### src/vlms_consts.svh
`ifndef VLMS_CONSTS_SVH
`define VLMS_CONSTS_SVH

// command codes of the four registers
`define VLMS_CMD_UPPER      8'h24
`define VLMS_CMD_MHIGH      8'h25
`define VLMS_CMD_MLOW       8'h26
`define VLMS_CMD_RATE       8'h27

// slew rate word layout
`define VLMS_RATE_EXP_HI    15
`define VLMS_RATE_EXP_LO    11
`define VLMS_RATE_MAN_HI    10
`define VLMS_RATE_EXP_RST   5'h1C
`define VLMS_RATE_MAN_RST   11'h010

// reset values of the limit and margin words
`define VLMS_UPPER_RST      16'h1000
`define VLMS_MARGIN_RST     16'h0000

// margin field of the operation command
`define VLMS_MARGIN_LOW     2'h1
`define VLMS_MARGIN_HIGH    2'h2

// valid command plus trim range per loop scale, in mV
`define VLMS_RANGE_S1_MV    32'd700
`define VLMS_RANGE_S05_MV   32'd1400
`define VLMS_RANGE_S025_MV  32'd2800
`define VLMS_RANGE_S0125_MV 32'd6000
`define VLMS_MV_PER_V       32'd1000

// accepted slew rate, in thousandths of a mV/us
`define VLMS_RATE_MIN_UMV   50'd67
`define VLMS_RATE_MAX_UMV   50'd15933
`define VLMS_RATE_Q_ONE     50'd4096
`define VLMS_FRAC_BITS      12

// slew update tick
`define VLMS_CLK_NS         8
`define VLMS_TICK_NS        1000
`define VLMS_TICK_CYCLES    (`VLMS_TICK_NS / `VLMS_CLK_NS)

`endif

### src/vlms_pkg.sv
package vlms_pkg;

	typedef struct packed {
		logic [15:0] upper;
		logic [15:0] mhigh;
		logic [15:0] mlow;
		logic [15:0] rate;
		logic [15:0] target;
		logic [15:0] rd_data;
		logic        rd_valid;
		logic        eval;
		logic        warn_evt;
		logic        inval_evt;
		logic        warn;
		logic        inval;
		logic        tick;
		logic [11:0] tick_cnt;
		logic [1:0]  last_margin;
	} vlms_regs_state_t;

	typedef struct packed {
		logic [27:0] acc;
	} vlms_slew_state_t;

endpackage

### src/vlms_regs.sv
// What this block does
// - Out-of-range trim write is refused and flagged as invalid data.
// - Trim beyond a limit clamps reference to limit, warns while converting.
// - Valid target range is 0.7, 1.4, 2.8 or 6.0 V per loop scale.
// - Upper limit is 16-bit unsigned absolute, caps every target.
// - Target above upper limit while converting clamps, warns, alerts.
// - Lowering upper limit below target gives the same clamp and warning.
// - Margin high selects margin-high value plus trim.
// - Margin low selects margin-low value plus trim.
// - Margin entry and exit move at the programmed slew rate.
// - Margin writes breaking the upper limit are refused as invalid.
// - Slew rate register sets mV/us rate of all normal changes.
// - On and off ramps ignore the programmed slew rate.
// - Slew word: 5-bit exponent resetting to -4, 11-bit mantissa.
// - Slew rates outside 0.067 to 15.933 mV/us are refused.
// - Target below lower limit clamps up with the same warning.
`timescale 1ns/1ps
`include "vlms_consts.svh"

module vlms_regs
	import vlms_pkg::*;
#(
	parameter int TICK_CYCLES = `VLMS_TICK_CYCLES
) (
	input  wire logic        clk,
	input  wire logic        rst,
	input  wire logic        wr_en,
	input  wire logic [7:0]  wr_cmd,
	input  wire logic [15:0] wr_data,
	input  wire logic        rd_en,
	input  wire logic [7:0]  rd_cmd,
	output logic      [15:0] rd_data,
	output logic             rd_valid,
	input  wire logic [15:0] vout_command,
	input  wire logic        cmd_wr,
	input  wire logic [15:0] trim_value,
	input  wire logic        trim_wr,
	input  wire logic [15:0] trim_wr_data,
	output logic             trim_accept,
	input  wire logic [15:0] vout_min,
	input  wire logic        mode_relative,
	input  wire logic [4:0]  mode_exp,
	input  wire logic [1:0]  scale_sel,
	input  wire logic [1:0]  margin_sel,
	input  wire logic        conv_en,
	input  wire logic        on_off_ramp,
	input  wire logic        clear_status,
	output logic      [15:0] target_code,
	output logic      [15:0] ref_code,
	output logic             ref_settled,
	output logic             status_limit_warn,
	output logic             status_invalid_data,
	output logic             alert
);

	if (TICK_CYCLES < 2 || TICK_CYCLES > 4096) begin : g_chk
		$error("TICK_CYCLES must lie in 2..4096");
	end

	localparam vlms_regs_state_t ST_RST = '{
		upper:   `VLMS_UPPER_RST,
		mhigh:   `VLMS_MARGIN_RST,
		mlow:    `VLMS_MARGIN_RST,
		rate:    {`VLMS_RATE_EXP_RST, `VLMS_RATE_MAN_RST},
		default: '0
	};

	// decoded slew rate in mV/us times 4096; zero for non-positive mantissa
	function automatic logic [39:0] vlms_rate_q(input logic [15:0] r);
		logic signed [5:0] sh;
		logic        [39:0] m;
		sh = $signed({r[`VLMS_RATE_EXP_HI], r[15:11]}) + 6'sd12;
		m = {29'h0, r[`VLMS_RATE_MAN_HI:0]};
		if (r[`VLMS_RATE_MAN_HI] || r[`VLMS_RATE_MAN_HI:0] == 11'h000) begin
			return 40'h0;
		end
		if (sh >= 0) begin
			return m << sh;
		end
		return m >> (-sh);
	endfunction

	function automatic logic vlms_rate_ok(input logic [15:0] r);
		logic [49:0] q;
		q = {10'h000, vlms_rate_q(r)} * 50'd1000;
		return q >= `VLMS_RATE_MIN_UMV * `VLMS_RATE_Q_ONE &&
			q <= `VLMS_RATE_MAX_UMV * `VLMS_RATE_Q_ONE;
	endfunction

	// base target before trim for a margin selection
	function automatic logic signed [17:0] vlms_base(
		input logic [1:0]  sel,
		input logic        rel,
		input logic [15:0] cmd,
		input logic [15:0] mh,
		input logic [15:0] ml
	);
		logic signed [17:0] c;
		c = $signed({2'b00, cmd});
		case (sel)
			`VLMS_MARGIN_HIGH: begin
				return rel ? c + $signed({2'b00, mh}) : $signed({2'b00, mh});
			end
			`VLMS_MARGIN_LOW: begin
				return rel ? c - $signed({2'b00, ml}) : $signed({2'b00, ml});
			end
			default: begin
				return c;
			end
		endcase
	endfunction

	vlms_regs_state_t   st;
	vlms_regs_state_t   next_s;
	logic        [3:0]  lsb_shift;
	logic        [4:0]  neg_exp;
	logic        [31:0] range_mv;
	logic        [31:0] range_full;
	logic        [15:0] range_code;
	logic signed [17:0] trim_s;
	logic signed [17:0] range_s;
	logic signed [17:0] upper_s;
	logic signed [17:0] min_s;
	logic signed [17:0] req_s;
	logic signed [17:0] trim_cand;
	logic signed [17:0] mh_cand;
	logic signed [17:0] ml_cand;
	logic signed [17:0] lim_s;
	logic               trim_ok;
	logic               upper_ok;
	logic               mh_ok;
	logic               ml_ok;
	logic               req_above;
	logic               req_below;
	logic        [39:0] step_full;
	logic        [27:0] step_q;

	assign neg_exp   = 5'h00 - mode_exp;
	assign lsb_shift = neg_exp[3:0];

	// valid range as an output code at the present exponent
	always_comb begin
		case (scale_sel)
			2'h0: range_mv = `VLMS_RANGE_S1_MV;
			2'h1: range_mv = `VLMS_RANGE_S05_MV;
			2'h2: range_mv = `VLMS_RANGE_S025_MV;
			default: range_mv = `VLMS_RANGE_S0125_MV;
		endcase
		range_full = (range_mv << lsb_shift) / `VLMS_MV_PER_V;
		range_code = (range_full > 32'h0000FFFF) ? 16'hFFFF :
			range_full[15:0];
	end

	assign trim_s  = $signed({{2{trim_value[15]}}, trim_value});
	assign range_s = $signed({2'b00, range_code});
	assign upper_s = $signed({2'b00, st.upper});
	assign min_s   = $signed({2'b00, vout_min});
	assign req_s   = vlms_base(margin_sel, mode_relative, vout_command,
		st.mhigh, st.mlow) + trim_s;

	// candidate target with the new trim
	assign trim_cand = vlms_base(margin_sel, mode_relative, vout_command,
		st.mhigh, st.mlow) + $signed({{2{trim_wr_data[15]}}, trim_wr_data});
	assign trim_ok   = trim_cand >= 0 && trim_cand <= range_s;
	// the limit itself must fit the range
	assign upper_ok  = wr_data <= range_code;
	// margin plus trim must respect limit and range
	assign mh_cand   = vlms_base(`VLMS_MARGIN_HIGH, mode_relative,
		vout_command, wr_data, st.mlow) + trim_s;
	assign ml_cand   = vlms_base(`VLMS_MARGIN_LOW, mode_relative,
		vout_command, st.mhigh, wr_data) + trim_s;
	assign mh_ok     = mh_cand >= 0 && mh_cand <= upper_s && mh_cand <= range_s;
	assign ml_ok     = ml_cand >= 0 && ml_cand <= upper_s && ml_cand <= range_s;

	// limit violations of the requested target
	assign req_above = req_s > upper_s;
	assign req_below = req_s < min_s;

	// slew step in output codes per tick, 12 fraction bits
	always_comb begin
		step_full = (vlms_rate_q(st.rate) << lsb_shift) / 40'd1000;
		step_q = (step_full == 40'h0) ? 28'h0000001 : step_full[27:0];
	end

	always_comb begin
		next_s = st;
		lim_s = req_s;
		next_s.rd_valid  = 1'b0;
		next_s.eval      = 1'b0;
		next_s.warn_evt  = 1'b0;
		next_s.inval_evt = 1'b0;
		next_s.tick      = 1'b0;
		if (st.tick_cnt == 12'(TICK_CYCLES - 1)) begin
			next_s.tick_cnt = 12'h000;
			next_s.tick = 1'b1;
		end else begin
			next_s.tick_cnt = st.tick_cnt + 12'h001;
		end
		if (rd_en) begin
			next_s.rd_valid = 1'b1;
			case (rd_cmd)
				`VLMS_CMD_UPPER: next_s.rd_data = st.upper;
				`VLMS_CMD_MHIGH: next_s.rd_data = st.mhigh;
				`VLMS_CMD_MLOW:  next_s.rd_data = st.mlow;
				`VLMS_CMD_RATE:  next_s.rd_data = st.rate;
				default:         next_s.rd_data = 16'h0000;
			endcase
		end
		if (wr_en) begin
			case (wr_cmd)
				// a new limit re-checks the present target
				`VLMS_CMD_UPPER: begin
					if (upper_ok) begin
						next_s.upper = wr_data;
						next_s.eval = 1'b1;
					end else begin
						next_s.inval_evt = 1'b1;
					end
				end
				`VLMS_CMD_MHIGH: begin
					if (mh_ok) begin
						next_s.mhigh = wr_data;
						next_s.eval = 1'b1;
					end else begin
						next_s.inval_evt = 1'b1;
					end
				end
				`VLMS_CMD_MLOW: begin
					if (ml_ok) begin
						next_s.mlow = wr_data;
						next_s.eval = 1'b1;
					end else begin
						next_s.inval_evt = 1'b1;
					end
				end
				// whole word stored only when accepted
				`VLMS_CMD_RATE: begin
					if (vlms_rate_ok(wr_data)) begin
						next_s.rate = wr_data;
					end else begin
						next_s.inval_evt = 1'b1;
					end
				end
				default: begin
				end
			endcase
		end
		if (trim_wr) begin
			if (trim_ok) begin
				next_s.eval = 1'b1;
			end else begin
				next_s.inval_evt = 1'b1;
			end
		end
		// margin entry or exit re-targets through the slewer
		if (cmd_wr || margin_sel != st.last_margin) begin
			next_s.eval = 1'b1;
		end
		next_s.last_margin = margin_sel;
		// clamp to limit, warn while converting
		if (req_above) begin
			lim_s = upper_s;
		end else if (req_below) begin
			lim_s = min_s;
		end
		if (st.eval && conv_en && (req_above || req_below)) begin
			next_s.warn_evt = 1'b1;
		end
		// dac ceiling clamps silently
		if (lim_s > range_s) begin
			lim_s = range_s;
		end
		if (lim_s < 0) begin
			lim_s = 18'sd0;
		end
		next_s.target = lim_s[15:0];
		// sticky status, a new event beats the clear
		if (clear_status) begin
			next_s.warn = 1'b0;
			next_s.inval = 1'b0;
		end
		if (next_s.warn_evt) begin
			next_s.warn = 1'b1;
		end
		if (next_s.inval_evt) begin
			next_s.inval = 1'b1;
		end
	end

	always_ff @(posedge clk) begin
		if (rst) begin
			st <= ST_RST;
		end else begin
			st <= next_s;
		end
	end

	vlms_slew u_slew (
		.clk      (clk),
		.rst      (rst),
		.tick     (st.tick),
		.bypass   (on_off_ramp || !conv_en),
		.step_q   (step_q),
		.target   (st.target),
		.ref_code (ref_code),
		.settled  (ref_settled)
	);

	assign rd_data             = st.rd_data;
	assign rd_valid            = st.rd_valid;
	assign trim_accept         = trim_wr && trim_ok;
	assign target_code         = st.target;
	assign status_limit_warn   = st.warn;
	assign status_invalid_data = st.inval;
	assign alert               = st.warn || st.inval;

	a_rate_reject: assert property (@(posedge clk) disable iff (rst)
		wr_en && wr_cmd == `VLMS_CMD_RATE && !vlms_rate_ok(wr_data)
		|=> st.rate == $past(st.rate) && status_invalid_data)
		else $error("bad slew rate was stored or not flagged");

	a_upper_reject: assert property (@(posedge clk) disable iff (rst)
		wr_en && wr_cmd == `VLMS_CMD_UPPER && !upper_ok
		|=> $stable(st.upper) && status_invalid_data)
		else $error("bad upper limit was stored or not flagged");

	a_trim_invalid: assert property (@(posedge clk) disable iff (rst)
		trim_wr && !trim_ok |-> !trim_accept ##1 status_invalid_data)
		else $error("bad trim not refused");

	a_margin_reject: assert property (@(posedge clk) disable iff (rst)
		wr_en && wr_cmd == `VLMS_CMD_MHIGH && !mh_ok
		|=> $stable(st.mhigh) && alert)
		else $error("bad margin high was stored or not flagged");

	a_warn_clamp: assert property (@(posedge clk) disable iff (rst)
		st.eval && conv_en && req_above
		|=> status_limit_warn &&
		target_code == $past(upper_s > range_s ? range_code : st.upper))
		else $error("target above limit not clamped or warned");

	a_low_warn: assert property (@(posedge clk) disable iff (rst)
		st.eval && conv_en && req_below && !req_above
		|=> st.warn_evt && status_limit_warn)
		else $error("target below lower limit not warned");

	a_set_wins: assert property (@(posedge clk) disable iff (rst)
		next_s.warn_evt && clear_status |=> status_limit_warn)
		else $error("clear beat a simultaneous warning");

endmodule

### src/vlms_slew.sv
`timescale 1ns/1ps
`include "vlms_consts.svh"

module vlms_slew
	import vlms_pkg::*;
(
	input  wire logic        clk,
	input  wire logic        rst,
	input  wire logic        tick,
	input  wire logic        bypass,
	input  wire logic [27:0] step_q,
	input  wire logic [15:0] target,
	output logic      [15:0] ref_code,
	output logic             settled
);

	vlms_slew_state_t st;
	vlms_slew_state_t next_s;
	logic [27:0]      tgt_q;
	logic [27:0]      diff;

	assign tgt_q = {target, 12'h000};

	always_comb begin
		next_s = st;
		diff = 28'h0000000;
		if (bypass) begin
			next_s.acc = tgt_q;
		end else if (tick) begin
			if (st.acc < tgt_q) begin
				diff = tgt_q - st.acc;
				next_s.acc = (diff <= step_q) ? tgt_q : st.acc + step_q;
			end else if (st.acc > tgt_q) begin
				diff = st.acc - tgt_q;
				next_s.acc = (diff <= step_q) ? tgt_q : st.acc - step_q;
			end
		end
	end

	always_ff @(posedge clk) begin
		if (rst) begin
			st <= '0;
		end else begin
			st <= next_s;
		end
	end

	assign ref_code = st.acc[27:`VLMS_FRAC_BITS];
	assign settled  = (st.acc == tgt_q);

	a_bypass_jump: assert property (@(posedge clk) disable iff (rst)
		bypass |=> ref_code == $past(target))
		else $error("reference did not jump during on/off ramp");

	a_hold_between: assert property (@(posedge clk) disable iff (rst)
		!bypass && !tick |=> $stable(st.acc))
		else $error("reference moved between ticks");

	a_step_size: assert property (@(posedge clk) disable iff (rst)
		!bypass && tick && tgt_q > st.acc && tgt_q - st.acc > step_q
		|=> st.acc == $past(st.acc) + $past(step_q))
		else $error("reference step differs from slew step");

	a_no_overshoot: assert property (@(posedge clk) disable iff (rst)
		!bypass && tick && st.acc > tgt_q
		|=> st.acc >= $past(tgt_q) && st.acc < $past(st.acc))
		else $error("reference overshot target going down");

endmodule

### config.mk
export PLATFORM = sky130hd
export DESIGN_NAME = vlms_regs
export DESIGN_NICKNAME = d
export VERILOG_FILES = /design/src/vlms_pkg.sv /design/src/vlms_regs.sv /design/src/vlms_slew.sv
export VERILOG_INCLUDE_DIRS = /design/src /design/src/src
export SDC_FILE = /design/constraint.sdc
export NUM_CORES = 2
export LEC_CHECK = 0
export BUFFER_PORTS_ARGS = -buffer_cell sky130_fd_sc_hd__buf_2
export CAP_MARGIN = 20
export CORE_ASPECT_RATIO = 1.25
export CORE_MARGIN = 1.5
export CORE_UTILIZATION = 55
export CTS_CLUSTER_DIAMETER = 120
export DETAILED_ROUTE_END_ITERATION = 16
export HOLD_SLACK_MARGIN = 0.05
export PLACE_DENSITY_LB_ADDON = 0.2
export SYNTH_ARGS = -nofsm -noshare
export SYNTH_HDL_FRONTEND = slang
export SYNTH_SLANG_ARGS = --single-unit
### constraint.sdc
create_clock -name clk -period 92 [get_ports clk]
set_input_delay 13.8 -clock clk [delete_from_list [all_inputs] [get_ports clk]]
set_output_delay 13.8 -clock clk [all_outputs]
set_load 0.02 [all_outputs]
==> results by stage <==
Synth:
- Yosys mapped the design onto 145 distinct sky130hd cell types.
- The most frequently used cell type in the post-synthesis netlist is nor2_1.
- Sorting the synthesized cells by how often they occur yields nor2_1, a21oi_1, ha_1.
- The predominant post-synthesis flop cell is dfxtp_1.
- The biggest area contributor in the post-synthesis netlist is ha_1.
- For this run, the number of Yosys warnings is 0.
- The cell count after synthesis is 5,684.
- The combined area of all synthesized cells is 42,500 µm².
- The share of synthesized area in the top cell type comes to 0.153.
- The mean instance size in the synthesized netlist is 7.47 µm².
- The share of synthesized registers carrying an async set or reset is 0.
- The share of the Yosys chip area taken by registers is 0.0674.
- After synthesis the netlist holds a flip-flop and latch count of 143.
- The synthesized net count is 6,478.
- Ranked by total cell area, the synthesized netlist is headed by ha_1, fa_1, dfxtp_1.
- The synthesized design contains 0 enable-type register cells.

Die:
- The initial utilization of the core area, before any placement, comes to 0.557.
- 169 I/O pins were placed.
- The area of the core region is 76,200 µm².
- The die covers 78,900 µm².
- The die width is 252 µm.
- The floorplan step set the die height to 314 µm.
- After floorplanning, the core was divided into 113 placement rows.

Worst setup path:
- Along the worst path, the maximum fanout reaches 60.
- The cell family contributing the most delay on the critical path is compound AO/OA/AOI/OAI gates.
- STA puts the critical path data arrival time at 52.00 ns.
- The slowest stage cell on the critical path is a2111oi_0.
- In this run the register-to-register setup slack is 53.76 ns.
- The worst setup path is of the input pin to register kind.
- For the worst setup path, the data required time is 92.42 ns.
- The cell that appears most often on the critical path is a21o_1.
- Together, buffers and inverters on the worst path number 17.
- The worst setup path is captured at a register.
- The worst setup path is launched from an input pin.
- The delay of the slowest cell on the worst path is 0.92 ns.

Job:
- The tool flagged a number of max-cap violations equal to 0.

Detailed routing:
- The average wire per standard cell is 21.0 µm.
- The post-detailed-route DRC marker count is 0.
- The routed design has 139,000 µm of wire.
- The DRC marker count from the first detailed-route iteration is 3,735.
- The first detailed-routing pass ran for 8 iterations.
- The number of nets with antenna violations after routing is 0.
- The count of vias placed by the detailed router is 42,900.
- Using the TritonRoute via totals, the vias-per-cell ratio works out to 6.49.

Clocking:
- The post-CTS setup repair buffer count is 0.
- The clock insertion delay at the later pin of the skew report is 0.50 ns.
- The clock root buffer master is clkbuf_16.
- TritonCTS built the clock tree.
- The clock transition at the registers of the reported paths is 0.07 ns.
- The number of sinks driven by the clock tree is 143.
- The number of resized instances in the post-cts repair step is 0.
- The number of buffers inserted for hold repair after clock tree synthesis is 0.
- Clock tree synthesis inserted a total of 17 buffers.
- The number of buffers between clock root and the deepest sink is 2.
- The H-tree was split into 4 levels.

GRT:
- The initial antenna violation count is 13.
- In the global route stage, overall resource usage came out at 0.342.
- The largest net degree at the start of global routing is 95.
- The via count of the first global-routing pass came to 40,300.
- Global routing finished with a remaining overflow of 0.
- The first-pass GRT wire length is 216,000 µm.

Layout:
- The sequential cell area in the final layout is 2860 µm².
- Fill cells in the final layout number 7,255.
- The area of the multi-input gates is 36,900 µm².
- The layout overhead on the synthesized area is 4.32%.
- Leaving out filler cells and counting taps, the final layout contains 6,615.
- The layout net count is 6,416.
- Of the cells placed in the final design, the portion with a size suffix greater than 1 is 0.0951.

Placed design:
- Summed over all nets, the half-perimeter wirelength after detailed placement is 111,000 µm.
- The congestion estimate from routability-driven global placement came to 0.999.
- Port buffering added 167 buffers.
- The placed instance count is 6,577.

Timing:
- Setup repair after global routing left no endpoint under its margin.
- At the pin with the least slew margin, the transition time is 1.18 ns.
- Based on the critical path, the design can be clocked at up to 19.4 MHz.
- The final critical-path required period is 51.59 ns.
- For the final routed database, the setup TNS stands at 0 ns.
- The count of pins over their slew limit is 0.
- The largest clock skew in the final design is 0.0210 ns.
- The final period utilization is 0.561.
- The worst relative slew slack is 0.210.
- Setup violations remaining at the end of the flow were counted as 0.
- The final-report hold violation count is 0.

Min path:
- The type of the tightest min-delay check is register to register.

Status:
- The run finished with clean final reports.
[layer usage]
layer / track usage / vias up / wire, µm
met5: 0 / - / 105
met4: 0.223 / 16 / 9870
met3: 0.0430 / 445 / 8290
met2: 0.589 / 1552 / 65700
met1: 0.399 / 20200 / 54700
li1: - / 20700 / -
[layout make-up]
cell class                      count  area share
Timing Repair Buffer              240      0.0321
Multi-Input combinational cell   4882       0.833
Antenna cell                        3    0.000169
Inverter                          338      0.0288
Tap cell                          977      0.0276
Clock buffer                       17     0.00960
Sequential cell                   143      0.0646
Clock inverter                     15     0.00429
[worst min-delay path: stages, from the launching register on]
cell	delay, ns
dfxtp_1	0.33
a21oi_1	0.06
nor2_1	0.07
[through the flow]
step	hold WS, ns	cell area, µm²	setup WS (ns)	utilization
floorplan	0.453	42500	49.21	-
global placement	0.464	43600	40.80	0.573
detailed placement	0.475	43600	40.61	0.573
CTS	0.492	44300	41.05	0.581
global route	0.523	44300	38.22	0.581
finish	0.491	44300	40.41	0.582
[state kept, by name, indices dropped and copies added (netlist names)]
| register | flops |
|---|---|
| st | 80 |
| u_slew.st | 28 |
| rd_data | 16 |
| target_code | 16 |
| rd_valid | 1 |
| status_invalid_data | 1 |
| status_limit_warn | 1 |
[cell usage in the layout, fill, tap and decap left out, drive strengths merged, types with 48 or more instances in the layout]
| master | n |
|---|---|
| nand2b | 63 |
| fa | 161 |
| xnor2 | 217 |
| ha | 518 |
| xor2 | 105 |
| nor2b | 72 |
| a21o | 162 |
| a21oi | 543 |
| nand4 | 62 |
| o21a | 78 |
| o211ai | 68 |
| a211oi | 91 |
| o21bai | 95 |
| nor3 | 135 |
| dfxtp | 143 |
| nor2 | 684 |
| mux2 | 58 |
| o21ai | 324 |
| mux2i | 128 |
| buf | 240 |
| nand3 | 140 |
| nor4 | 48 |
| inv | 336 |
| a31oi | 48 |
| nand2 | 369 |
[path summary, 6_finish.rpt]
| kind | from | endpoint | cells after the start |
|---|---|---|---|
| max reg2reg | st[66]$_SDFFE_PP1P_ | u_slew.st[27]$_SDFFE_PP0P_ | 122 |
| min reg2reg | st[82]$_SDFFE_PP0P_ | st[82]$_SDFFE_PP0P_ | 2 |
| max | mode_exp[0] | u_slew.st[27]$_SDFFE_PP0P_ | 125 |
| min | st[82]$_SDFFE_PP0P_ | st[82]$_SDFFE_PP0P_ | 2 |
[kinds of logic after synthesis]
logic type / synth area share
compound gates: 0.304
xor+xnor: 0.0683
fa+ha+maj: 0.231
buf+inv: 0.0657
flops: 0.0674
mux: 0.0653
simple gates: 0.198
Power is not shown: default switching activity piles up to over one toggle a cycle in this logic, so the estimate is an artifact.
